===== config.mk =====
export PLATFORM = sky130hd
export DESIGN_NAME = rsc_cmd_handler
export DESIGN_NICKNAME = d
export VERILOG_FILES = /design/src/verilog/rsc_sync3.v /design/src/verilog/rsc_sense_store.v /design/src/verilog/rsc_cmd_handler.v
export VERILOG_INCLUDE_DIRS = /design/src /design/src/verilog
export SDC_FILE = /design/constraint.sdc
export NUM_CORES = 1
export LEC_CHECK = 0
export ABC_AREA = 1
export BUFFER_PORTS_ARGS = -buffer_cell sky130_fd_sc_hd__buf_2
export CAP_MARGIN = 10
export CELL_PAD_IN_SITES_DETAIL_PLACEMENT = 1
export CELL_PAD_IN_SITES_GLOBAL_PLACEMENT = 1
export CORE_MARGIN = 4
export CORE_UTILIZATION = 44
export DETAILED_ROUTE_END_ITERATION = 10
export PLACE_DENSITY_LB_ADDON = 0.1
export SYNTH_ARGS = -nofsm -noshare
export SYNTH_HDL_FRONTEND = slang
export SYNTH_SLANG_ARGS = --single-unit

===== constraint.sdc =====
create_clock -name clk_sys -period 2.6 [get_ports clk_sys]
set_input_delay 0.39 -clock clk_sys [delete_from_list [all_inputs] [get_ports clk_sys]]
set_output_delay 0.39 -clock clk_sys [all_outputs]
set_load 0.03 [all_outputs]

===== src/verilog/rsc_map.vh =====
// Command codes, register fields and timing counts of the command handler
`ifndef RSC_MAP_VH
`define RSC_MAP_VH
`define RSC_OP_RECAL_HI 4'h1
`define RSC_OP_SENSE 8'h0b
`define RSC_OP_NOSENSE 8'hc3
`define RSC_ADR_CMD 3'h0
`define RSC_ADR_ERR 3'h1
`define RSC_ADR_STAT 3'h2
`define RSC_ADR_SECN 3'h3
`define RSC_ADR_CYLL 3'h4
`define RSC_ADR_CYLH 3'h5
`define RSC_ADR_CTRL 3'h6
`define RSC_ADR_CYLPOS 3'h7
`define RSC_ERR_T0 1
`define RSC_ERR_ABRT 2
`define RSC_ST_ERR 0
`define RSC_ST_SENSE 1
`define RSC_ST_SEEKDONE 4
`define RSC_ST_READY 6
`define RSC_ST_BUSY 7
`define RSC_STAT_RST 8'h40
`define RSC_STAT_BUSY 8'h80
`define RSC_FAIL_KEY 4'h4
`define RSC_FAIL_ASC 8'h02
`define RSC_CTL_SENSE_EN 0
`define RSC_CTL_W119 1
`define RSC_CTL_W120 2
`define RSC_SEEK_TIMEOUT_NS 3000
`define RSC_CLK_NS 100
`define RSC_SEEK_CYCLES (`RSC_SEEK_TIMEOUT_NS / `RSC_CLK_NS)
`define RSC_CNT_W 8
`define RSC_K_W 4
`endif


===== src/verilog/rsc_sync3.v =====
// Three-stage synchroniser with agreement of the last two stages
module rsc_sync3 (
    input wire clk_sys,
    input wire rst_b,
    input wire din,
    output reg dout_q
);
    reg s1_q;
    reg s2_q;
    reg s3_q;

    always @(posedge clk_sys)
    begin
        if (!rst_b)
        begin
            s1_q <= 1'b0;
            s2_q <= 1'b0;
            s3_q <= 1'b0;
            dout_q <= 1'b0;
        end
        else
        begin
            s1_q <= din;
            s2_q <= s1_q;
            s3_q <= s2_q;
            if (s2_q == s3_q)
                dout_q <= s3_q;
        end
    end
endmodule // rsc_sync3


===== src/verilog/rsc_sense_store.v =====
// Holder of the stored sense triple
module rsc_sense_store (
    input wire clk_sys,
    input wire rst_b,
    input wire load,
    input wire [3:0] key_in,
    input wire [7:0] asc_in,
    input wire [7:0] ascq_in,
    input wire clear,
    output reg [3:0] key_q,
    output reg [7:0] asc_q,
    output reg [7:0] ascq_q,
    output wire valid
);
    always @(posedge clk_sys)
    begin
        if (!rst_b)
        begin
            key_q <= 4'h0;
            asc_q <= 8'h00;
            ascq_q <= 8'h00;
        end
        else if (load)
        begin
            // New result replaces the old one
            key_q <= key_in;
            asc_q <= asc_in;
            ascq_q <= ascq_in;
        end
        else if (clear)
        begin
            // Cleared once reported
            key_q <= 4'h0;
            asc_q <= 8'h00;
            ascq_q <= 8'h00;
        end
    end

    assign valid = (key_q != 4'h0) || (asc_q != 8'h00) || (ascq_q != 8'h00);
endmodule // rsc_sense_store


===== src/verilog/rsc_cmd_handler.v =====
// Recalibrate and sense-data request command handler
`include "rsc_map.vh"

// Overview of operation
// - Opcode 1xh recalibrates: heads are driven back to cylinder zero.
// - Failure to reach cylinder zero sets track_zero_missing, error bit 1.
// - Opcode 0Bh requests sense data; no data, no parameters used.
// - Stored sense key, code and qualifier are returned as stored.
// - With nothing stored, all three returned fields are zero.
// - Triple follows latest command; opcode C3 and queued-abort-state results never replace it.
// - A sense request clears the stored triple afterwards.
// - Any later command's result except opcode C3 or one in queued abort state replaces the stored triple.
// - Sense request behaves the same regardless of queued auto-sense.
// - Queued command error triples stay available for a sense request.
// - Aborts in queued abort state leave the stored triple unchanged.
// - Non-queued error sense data is also offered as log page 10h.
// - Status bit 1 flags sense only with both word bits 6 and data.
// - Error and sense-available bits may both be set together.
// - Status bit 1 carries no sense meaning if either word bit clear.
// - Qualifier in sector number, code in cyl low, key in cyl high 3:0.
// - Sense reporting defaults to disabled after reset.
module rsc_cmd_handler (
    input wire clk_sys,
    input wire rst_b,
    input wire [2:0] reg_addr,
    input wire [7:0] reg_wdata,
    input wire reg_wr,
    input wire reg_rd,
    output reg [7:0] reg_rdata_q,
    input wire ext_cmd_done,
    input wire [7:0] ext_cmd_op,
    input wire ext_cmd_queued,
    input wire [3:0] ext_key,
    input wire [7:0] ext_asc,
    input wire [7:0] ext_ascq,
    input wire queued_abort_state,
    input wire track_zero_pin,
    output reg seek_step_q,
    output reg log_valid_q,
    output reg [3:0] log_key_q,
    output reg [7:0] log_asc_q,
    output reg [7:0] log_ascq_q
);
    localparam ST_IDLE = 2'b00;
    localparam ST_SEEK = 2'b01;
    localparam ST_DONE = 2'b10;

    reg [1:0] state_q;
    reg [1:0] state_d;
    reg [7:0] err_q;
    reg [7:0] stat_q;
    reg [7:0] secn_q;
    reg [7:0] cyll_q;
    reg [7:0] cylh_q;
    reg [2:0] ctrl_q;
    reg [`RSC_CNT_W-1:0] seek_cnt_q;
    reg [7:0] cyl_pos_q;
    reg recal_fail_q;
    reg is_sense_q;
    wire track_zero;
    wire cmd_wr;
    wire is_recal;
    wire is_sense;
    wire sense_valid;
    wire [3:0] s_key;
    wire [7:0] s_asc;
    wire [7:0] s_ascq;
    wire ext_load;
    wire recal_load;
    wire store_load;
    wire [3:0] load_key;
    wire [7:0] load_asc;
    wire [7:0] load_ascq;
    wire sense_clear;
    wire sense_report;

    rsc_sync3 u_tz_sync (
        .clk_sys(clk_sys),
        .rst_b(rst_b),
        .din(track_zero_pin),
        .dout_q(track_zero)
    );

    assign cmd_wr = reg_wr && (reg_addr == `RSC_ADR_CMD) &&
        (state_q == ST_IDLE);
    assign is_recal = (reg_wdata[7:4] == `RSC_OP_RECAL_HI);
    assign is_sense = (reg_wdata == `RSC_OP_SENSE);

    // Results from other commands; C3 and queued-abort aborts skipped
    assign ext_load = ext_cmd_done && (ext_cmd_op != `RSC_OP_NOSENSE) &&
        !queued_abort_state;
    // Recalibrate produces its own triple: zero, or not-ready style failure
    assign recal_load = (state_q == ST_SEEK) &&
        (track_zero || (seek_cnt_q == `RSC_SEEK_CYCLES));
    assign store_load = ext_load || recal_load;
    assign load_key = ext_load ? ext_key :
        ((track_zero) ? 4'h0 : `RSC_FAIL_KEY);
    assign load_asc = ext_load ? ext_asc :
        ((track_zero) ? 8'h00 : `RSC_FAIL_ASC);
    assign load_ascq = ext_load ? ext_ascq : 8'h00;
    // Sense request clears after it has returned the triple
    assign sense_clear = (state_q == ST_DONE) && is_sense_q;

    rsc_sense_store u_store (
        .clk_sys(clk_sys),
        .rst_b(rst_b),
        .load(store_load),
        .key_in(load_key),
        .asc_in(load_asc),
        .ascq_in(load_ascq),
        .clear(sense_clear),
        .key_q(s_key),
        .asc_q(s_asc),
        .ascq_q(s_ascq),
        .valid(sense_valid)
    );

    // Sense flag only when reporting on and both identify bits set
    assign sense_report = ctrl_q[`RSC_CTL_SENSE_EN] &&
        ctrl_q[`RSC_CTL_W119] && ctrl_q[`RSC_CTL_W120];

    always @*
    begin
        state_d = state_q;
        case (state_q)
            ST_IDLE:
            begin
                if (cmd_wr && is_recal)
                    state_d = ST_SEEK;
                else if (cmd_wr && is_sense)
                    state_d = ST_DONE;
            end
            ST_SEEK:
            begin
                if (recal_load)
                    state_d = ST_DONE;
            end
            ST_DONE:
                state_d = ST_IDLE;
            default:
                state_d = ST_IDLE;
        endcase
    end

    always @(posedge clk_sys)
    begin
        if (!rst_b)
        begin
            state_q <= ST_IDLE;
            err_q <= 8'h00;
            stat_q <= `RSC_STAT_RST;
            secn_q <= 8'h00;
            cyll_q <= 8'h00;
            cylh_q <= 8'h00;
            ctrl_q <= 3'h0;
            seek_cnt_q <= {`RSC_CNT_W{1'b0}};
            cyl_pos_q <= 8'h00;
            recal_fail_q <= 1'b0;
            is_sense_q <= 1'b0;
            seek_step_q <= 1'b0;
            log_valid_q <= 1'b0;
            log_key_q <= 4'h0;
            log_asc_q <= 8'h00;
            log_ascq_q <= 8'h00;
        end
        else
        begin
            state_q <= state_d;
            seek_step_q <= 1'b0;
            if (reg_wr && (reg_addr == `RSC_ADR_CTRL))
                ctrl_q <= reg_wdata[2:0];
            if (reg_wr && (reg_addr == `RSC_ADR_CYLPOS))
                cyl_pos_q <= reg_wdata;
            if (cmd_wr && (is_recal || is_sense))
            begin
                // Busy while the command runs
                stat_q <= `RSC_STAT_BUSY;
                is_sense_q <= is_sense;
                seek_cnt_q <= {`RSC_CNT_W{1'b0}};
            end
            if (state_q == ST_SEEK)
            begin
                seek_cnt_q <= seek_cnt_q + 1'b1;
                // Step on the sensor alone; position count only follows
                if (!track_zero)
                begin
                    seek_step_q <= 1'b1;
                    if (cyl_pos_q != 8'h00)
                        cyl_pos_q <= cyl_pos_q - 8'h01;
                end
                if (recal_load)
                    recal_fail_q <= !track_zero;
            end
            if (state_q == ST_DONE)
            begin
                err_q <= 8'h00;
                stat_q <= 8'h00;
                stat_q[`RSC_ST_READY] <= 1'b1;
                stat_q[`RSC_ST_SEEKDONE] <= 1'b1;
                if (is_sense_q)
                begin
                    // Triple as stored, zero when empty
                    secn_q <= s_ascq;
                    cyll_q <= s_asc;
                    cylh_q <= {4'h0, s_key};
                    // Log copy no longer guaranteed
                    log_valid_q <= 1'b0;
                end
                else
                begin
                    err_q[`RSC_ERR_T0] <= recal_fail_q;
                    stat_q[`RSC_ST_ERR] <= recal_fail_q;
                    stat_q[`RSC_ST_SENSE] <= recal_fail_q && sense_report;
                end
            end
            // Non-queued error results mirrored for the log page
            if (ext_load && !ext_cmd_queued)
            begin
                log_valid_q <= 1'b1;
                log_key_q <= ext_key;
                log_asc_q <= ext_asc;
                log_ascq_q <= ext_ascq;
            end
            else if (recal_load && !track_zero)
            begin
                log_valid_q <= 1'b1;
                log_key_q <= load_key;
                log_asc_q <= load_asc;
                log_ascq_q <= load_ascq;
            end
            if (ext_cmd_done && (state_q == ST_IDLE))
            begin
                stat_q[`RSC_ST_SENSE] <= sense_report &&
                    (ext_load ? (ext_key != 4'h0) : sense_valid);
            end
        end
    end

    always @(posedge clk_sys)
    begin
        if (!rst_b)
            reg_rdata_q <= 8'h00;
        else if (reg_rd)
        begin
            case (reg_addr)
                `RSC_ADR_ERR: reg_rdata_q <= err_q;
                `RSC_ADR_STAT: reg_rdata_q <= stat_q;
                `RSC_ADR_SECN: reg_rdata_q <= secn_q;
                `RSC_ADR_CYLL: reg_rdata_q <= cyll_q;
                `RSC_ADR_CYLH: reg_rdata_q <= cylh_q;
                `RSC_ADR_CTRL: reg_rdata_q <= {5'h00, ctrl_q};
                `RSC_ADR_CYLPOS: reg_rdata_q <= cyl_pos_q;
                default: reg_rdata_q <= 8'h00;
            endcase
        end
        else
            reg_rdata_q <= 8'h00;
    end
endmodule // rsc_cmd_handler


==> results of run 1 <==
==> cells in the mapped netlist (3+ instances only) <==
cell type,number,share of area
buf_2,9,0.0098
o21ai_0,50,0.054
buf_6,5,0.012
inv_2,7,0.0057
nand3_1,35,0.038
dfxtp_1,103,0.45
nand2_2,3,0.0041
nand4_1,28,0.038
o21ai_1,11,0.012
inv_1,73,0.060
clkbuf_1,10,0.0082
a21oi_2,9,0.017
nor3_1,4,0.0044
a21oi_1,78,0.085
nand2_1,94,0.077
nor2_4,3,0.0074
nor2_1,56,0.046
o21ai_2,3,0.0057
o22ai_1,10,0.014
ha_1,4,0.011
==> flip-flops by register name, summed over array words and instances (netlist names), 3 cells and up <==
signal / cells
u_store.key_q: 4
stat_q: 5
secn_q: 8
log_key_q: 4
cyll_q: 8
u_store.asc_q: 8
ctrl_q: 3
cylh_q: 4
cyl_pos_q: 8
seek_cnt_q: 8
log_ascq_q: 8
reg_rdata_q: 8
u_store.ascq_q: 8
log_asc_q: 8
==> power breakdown <==
part | internal (mW) | total, mW | switching, mW
Sequential | 1.62 | 1.64 | 0.0269
Combinational | 0.0959 | 0.299 | 0.204
Clock | 0.509 | 1.09 | 0.585
==> area by class of cell <==
type                       count  area, um2  area share
multi-input combinational    407       2070       0.394
clock buffer                  11        151      0.0289
sequential                   103       2060       0.393
tap                          136        170      0.0325
inverter                      81        309      0.0590
timing repair buffer          81        418      0.0797
clock inverter                 5       63.8      0.0122
==> layer usage <==
metal | track usage | up-vias | part of all wire
met5 | 0 | - | 0
met4 | 0.0651 | 0 | 0.011
met3 | 0.0297 | 12 | 0.038
met2 | 0.360 | 85 | 0.46
met1 | 0.312 | 2060 | 0.49
li1 | - | 2188 | -
==> worst max-delay path, stage by stage, from the launching register on <==
cell and delay (ps):
dfxtp_1 370, inv_1 70, ha_1 140, inv_1 40, nor2_1 150, nand4_2 150
nand2_2 590, o21ai_0 220, a21oi_1 150
==> cells by family after synthesis <==
| kind of cell | synth area share |
|---|---|
| buf+inv | 0.102 |
| compound gates | 0.204 |
| xor+xnor | 0.00381 |
| flops | 0.449 |
| simple gates | 0.231 |
| fa+ha+maj | 0.0109 |
==> stage by stage <==
stage               hold WS [ps]  power [mW]  std cells
floorplan                    390        1.87        618
global placement             402        1.97        808
detailed placement           407        1.98        808
CTS                          183        3.07        824
global route                 216        3.18        824
finish                       198        3.04        824
==> final timing paths <==
| path | from | end | cells past startpoint |
|---|---|---|---|
| worst max-delay path | seek_cnt_q[0] | log_asc_q[6] | 8 |
| worst min-delay path | track_zero_pin | u_tz_sync.s1_q | 3 |
| worst max register to register | seek_cnt_q[0] | log_asc_q[6] | 8 |
| worst min register to register | u_tz_sync.s1_q | u_tz_sync.s2_q | 2 |
==> impl_results.md, run 1 <==
* Run status: finished clean
* Max H-tree Level at 3
* Worst endpoint data arrival time at 2270 ps
* Distinct cells, synth at 37
* Leak pwr at 2.22 nW
* Placed Instance Area at 5030 um2
* DRT Pass-1 Iters at 4
* Core Region at 10200 um2
* First-pass GRT wire length at 21200 um
* Avg Cell Area, Syn at 7.44 um2
* Pwr/cell area at 579 nW/um2
* EDFF count, synth at 0
* Largest net degree at the start of global routing at 49
* Peak VDD IR at 0.256 mV
* R2R Setup Slk at 630 ps
* CP Class: reg -> reg
* Synth warn at 0
* Detailed-placement wirelength estimate at 9820 um
* TNS Setup at 0 ps
* Post-CTS Setup Bufs at 0
* Clk slew on worst S/H paths at 100 ps
* CTS tree: done
* Net count, final at 734
* Tmin final at 1970 ps
* Share of cells above drive strength 1 at 0.190
* RSZ-0062 raised after global routing: false
* Rows at 37
* Yosys reg bits at 103
* Die extent in x at 110 um
* Worst hold path class: in -> reg
* Setup slack after layout at 630 ps
* Final wirelength at 13000 um
* Crit end category: flip-flop
* Hold-fix buffers at CTS at 0
* IO Count at 77
* Post-layout util at 0.512
* CTS root buf: clkbuf_8
* Fmax at 508 MHz
* Post-Syn Area at 4600 um2
* Max-cap violation count at 0
* DP Worst Slack at 613 ps
* Clk_lat worst skew at 370 ps
* Main synth FF type: dfxtp_1
* GPL Wtd Cong at 0.825
* Slew Limit Fails at 0
* Area growth syn-to-layout at 14.0%
* Cells after synthesis at 618
* Via density at 5.27
* Fin Clk Skew at 6.66 ps
* Final Cycle Share at 0.758
* Die area at 12100 um2
* Fill count at 1353
* Most common cell after layout, fill and taps aside: dfxtp_1
* Initial DRC count at 206
* Clk buf depth at 2
* Worst Max-Slew Pin Slew at 762 ps
* Data required, critical path at 2900 ps
* # diodes at 0
* ANT nets after route at 0
* Final Cell Area at 5240 um2
* Fin. Hold Viols at 0
* Setup violators final at 0
* # DRC at 0
* IO buf count at 76
* Starting Density at 0.449
* Number of global-route vias before repair at 4294
* GRT Total Usage at 0.223
* Inserted Clock Buffers at 9
* Chip height at 110 um
* Synthesized Nets at 669
* Worst-path fanout max at 39
* Most frequent cells in the layout: dfxtp_1 (103), nand2_1 (94), a21oi_1 (78)
* Vias at 4345
* Slew Limit Headroom at 0.490
* Resized Gates After CTS at 0
* # clock sinks at 103
* Seq/Total Area, Yosys at 0.449
* Wire per inst at 15.8 um
* Asr flop ratio synth at 0
* Initial antenna violation count at 0
* Total gr overflow at 0
* CP Launch Type: flip-flop
Power figures use the tool's default switching activity.
==> inputs of run 2 (changes only) <==
Settings changed: CORE_UTILIZATION 44 to 40.
Clock period 2.6 ns to 1.82 ns, I/O delays scaled along.
==> run 2 against run 1 <==
Critical path depth is 1 higher. Worst hold slack worse by 91 ps. Critical endpoint is now log_asc_q[5]. Largest power group unchanged. Register-to-register slack worse by 400 ps.
==> impl_results.md, run 2 (synthesis results as in run 1) <==
* Run status: finished clean
* Slew Limit Fails at 0 (unchanged)
* Worst R2R End: log_asc_q[5]
* Inserted Clock Buffers at 9 (unchanged)
* TNS Setup at 0 ps (unchanged)
* Tmin final at 1590 ps (-383 ps)
* Initial antenna violation count at 0 (unchanged)
* Hold Path End: u_tz_sync.s1_q
* Setup violators final at 0 (unchanged)
* # DRC at 0 (unchanged)
* # diodes at 0 (unchanged)
* Slew Limit Headroom at 0.783 (+0.293)
* Clk_lat worst skew at 350 ps (-20 ps)
* Initial DRC count at 207 (+0.49%)
* Reg2Reg Depth at 9 (+1)
* Die extent in x at 115 um (+4.5%)
* CP Class: reg -> reg
* Final wirelength at 13300 um (+2.2%)
* Final Cycle Share at 0.872 (+0.114)
* Die area at 13300 um2 (+9.3%)
* Chip height at 115 um (+4.5%)
* CTS root buf: clkbuf_16
* Worst endpoint data arrival time at 1870 ps (-400 ps)
* Data required, critical path at 2100 ps (-800 ps)
* Final Non-Filler Cells at 832 (+0.97%)
* # clock sinks at 103 (unchanged)
* Net count, final at 738 (+0.54%)
* ANT nets after route at 0 (unchanged)
* Area growth syn-to-layout at 17.7%
* Worst-path fanout max at 39 (unchanged)
* Crit end category: flip-flop
* IO Count at 77 (unchanged)
* Rows at 38 (+2.7%)
* DRT Pass-1 Iters at 4 (unchanged)
* Worst hold start: track_zero_pin
* Fin Clk Skew at 6.63 ps (-0.0311 ps)
* CTS tree: done
* Detailed-placement wirelength estimate at 9970 um (+1.5%)
* Peak VDD IR at 0.519 mV (+100%)
* Max H-tree Level at 3 (unchanged)
* Clk buf depth at 2 (unchanged)
* Most frequent cells in the layout: dfxtp_1 (102), nand2_1 (94), a21oi_1 (78)
* Pwr/cell area at 902 nW/um2 (+56%)
* CP Launch Type: flip-flop
* Max-cap violation count at 0 (unchanged)
* Reg2reg start: seek_cnt_q[0]
* Largest net degree at the start of global routing at 58 (+18%)
* R2R Setup Slk at 230 ps (-400 ps)
* Share of cells above drive strength 1 at 0.197 (+0.00612)
* Via density at 5.24 (-0.64%)
* Total gr overflow at 0 (unchanged)
* Most common cell after layout, fill and taps aside: dfxtp_1
* Fmax at 630 MHz (+24%)
* GPL Wtd Cong at 0.880 (+6.7%)
* Post-CTS Setup Bufs at 0 (unchanged)
* Wire per inst at 16.0 um (+1.2%)
* WHS Path Cells at 3 (unchanged)
* Pwr Total at 4.88 mW (+61%)
* Vias at 4359 (+0.32%)
* Starting Density at 0.417 (-0.0326)
* First-pass GRT wire length at 22300 um (+5.4%)
* GRT Total Usage at 0.209 (-0.0139)
* Clk slew on worst S/H paths at 70 ps (-30 ps)
* Worst Max-Slew Pin Slew at 325 ps (-437 ps)
* Leak pwr at 2.30 nW (+3.6%)
* Placed cells at 816 (+0.99%)
* Core Region at 11000 um2 (+7.8%)
* IO buf count at 76 (unchanged)
* Number of global-route vias before repair at 4537 (+5.7%)
* RSZ-0062 raised after global routing: false
* Fin. Hold Viols at 0 (unchanged)
* Worst hold path class: in -> reg
## run 2: cell types whose count changed in the layout (fill, tap and decap cells not counted), moves of 2 or more
cell	before	now
buf_12	0	2
clkbuf_16	0	9
clkbuf_8	11	0
clkinv_2	1	3
## run 2: how the worst max path moves through the flow
stage | endpoint | slack (ps) | cells after the start | from
after global routing | u_store.key_q[2] | 30 | 11 | seek_cnt_q[0]
after floorplan | log_asc_q[2] | 460 | 9 | seek_cnt_q[0]
final | log_asc_q[5] | 230 | 9 | seek_cnt_q[0]
after CTS | log_key_q[2] | 210 | 9 | seek_cnt_q[1]
after detailed placement | u_store.key_q[2] | 250 | 11 | seek_cnt_q[0]
after global placement | log_asc_q[1] | 340 | 9 | seek_cnt_q[1]
## run 2: cell type report
type | count | area [um2]
timing repair buffer | 85 | 477
tap | 140 | 175
clock buffer | 9 | 225
fill | 1417 | 5620
inverter | 81 | 309
clock inverter | 7 | 92.6
multi-input combinational | 407 | 2070
sequential | 103 | 2060
## run 2: where the power goes
group,switching [mW],leakage [nW],total (mW),internal (mW)
clock network,0.889,0.160,2.10,1.21
logic,0.293,1.30,0.436,0.143
registers,0.0387,0.836,2.35,2.31
## run 2: stage by stage
stage           util  instance area, um2  setup WS, ps  hold WS (ps)
5_1_grt        0.490                5410          32.3           131
3_3_place_gp   0.461                5090           337           394
3_5_place_dp   0.461                5090           252           408
6_report       0.490                5410           233           107
2_1_floorplan      -                4600           464           371
4_1_cts        0.490                5400           213          99.7
## run 2: what timing repair did
item | CTS | global route
gates resized for setup | 0 | 2
hold buffers | 0 | 0
endpoints found under the setup margin | 0 | 2
## run 2: per-layer routing
layer  vias to the layer above  share of wire  GRT usage
li1                       2200              -          -
met1                      2056           0.49      0.283
met3                        15          0.037     0.0453
met5                         -              0          0
met2                        88           0.46      0.342
met4                         0          0.012     0.0501
## run 2: worst max-delay path, cell delays in order, from the launching register on
cell and delay, ps:
dfxtp_1 360, inv_1 70, ha_1 130, inv_1 40, nor2_1 160, nand4_2 160
nand2_2 120, buf_12 200, o21ai_0 110, a21oi_1 140
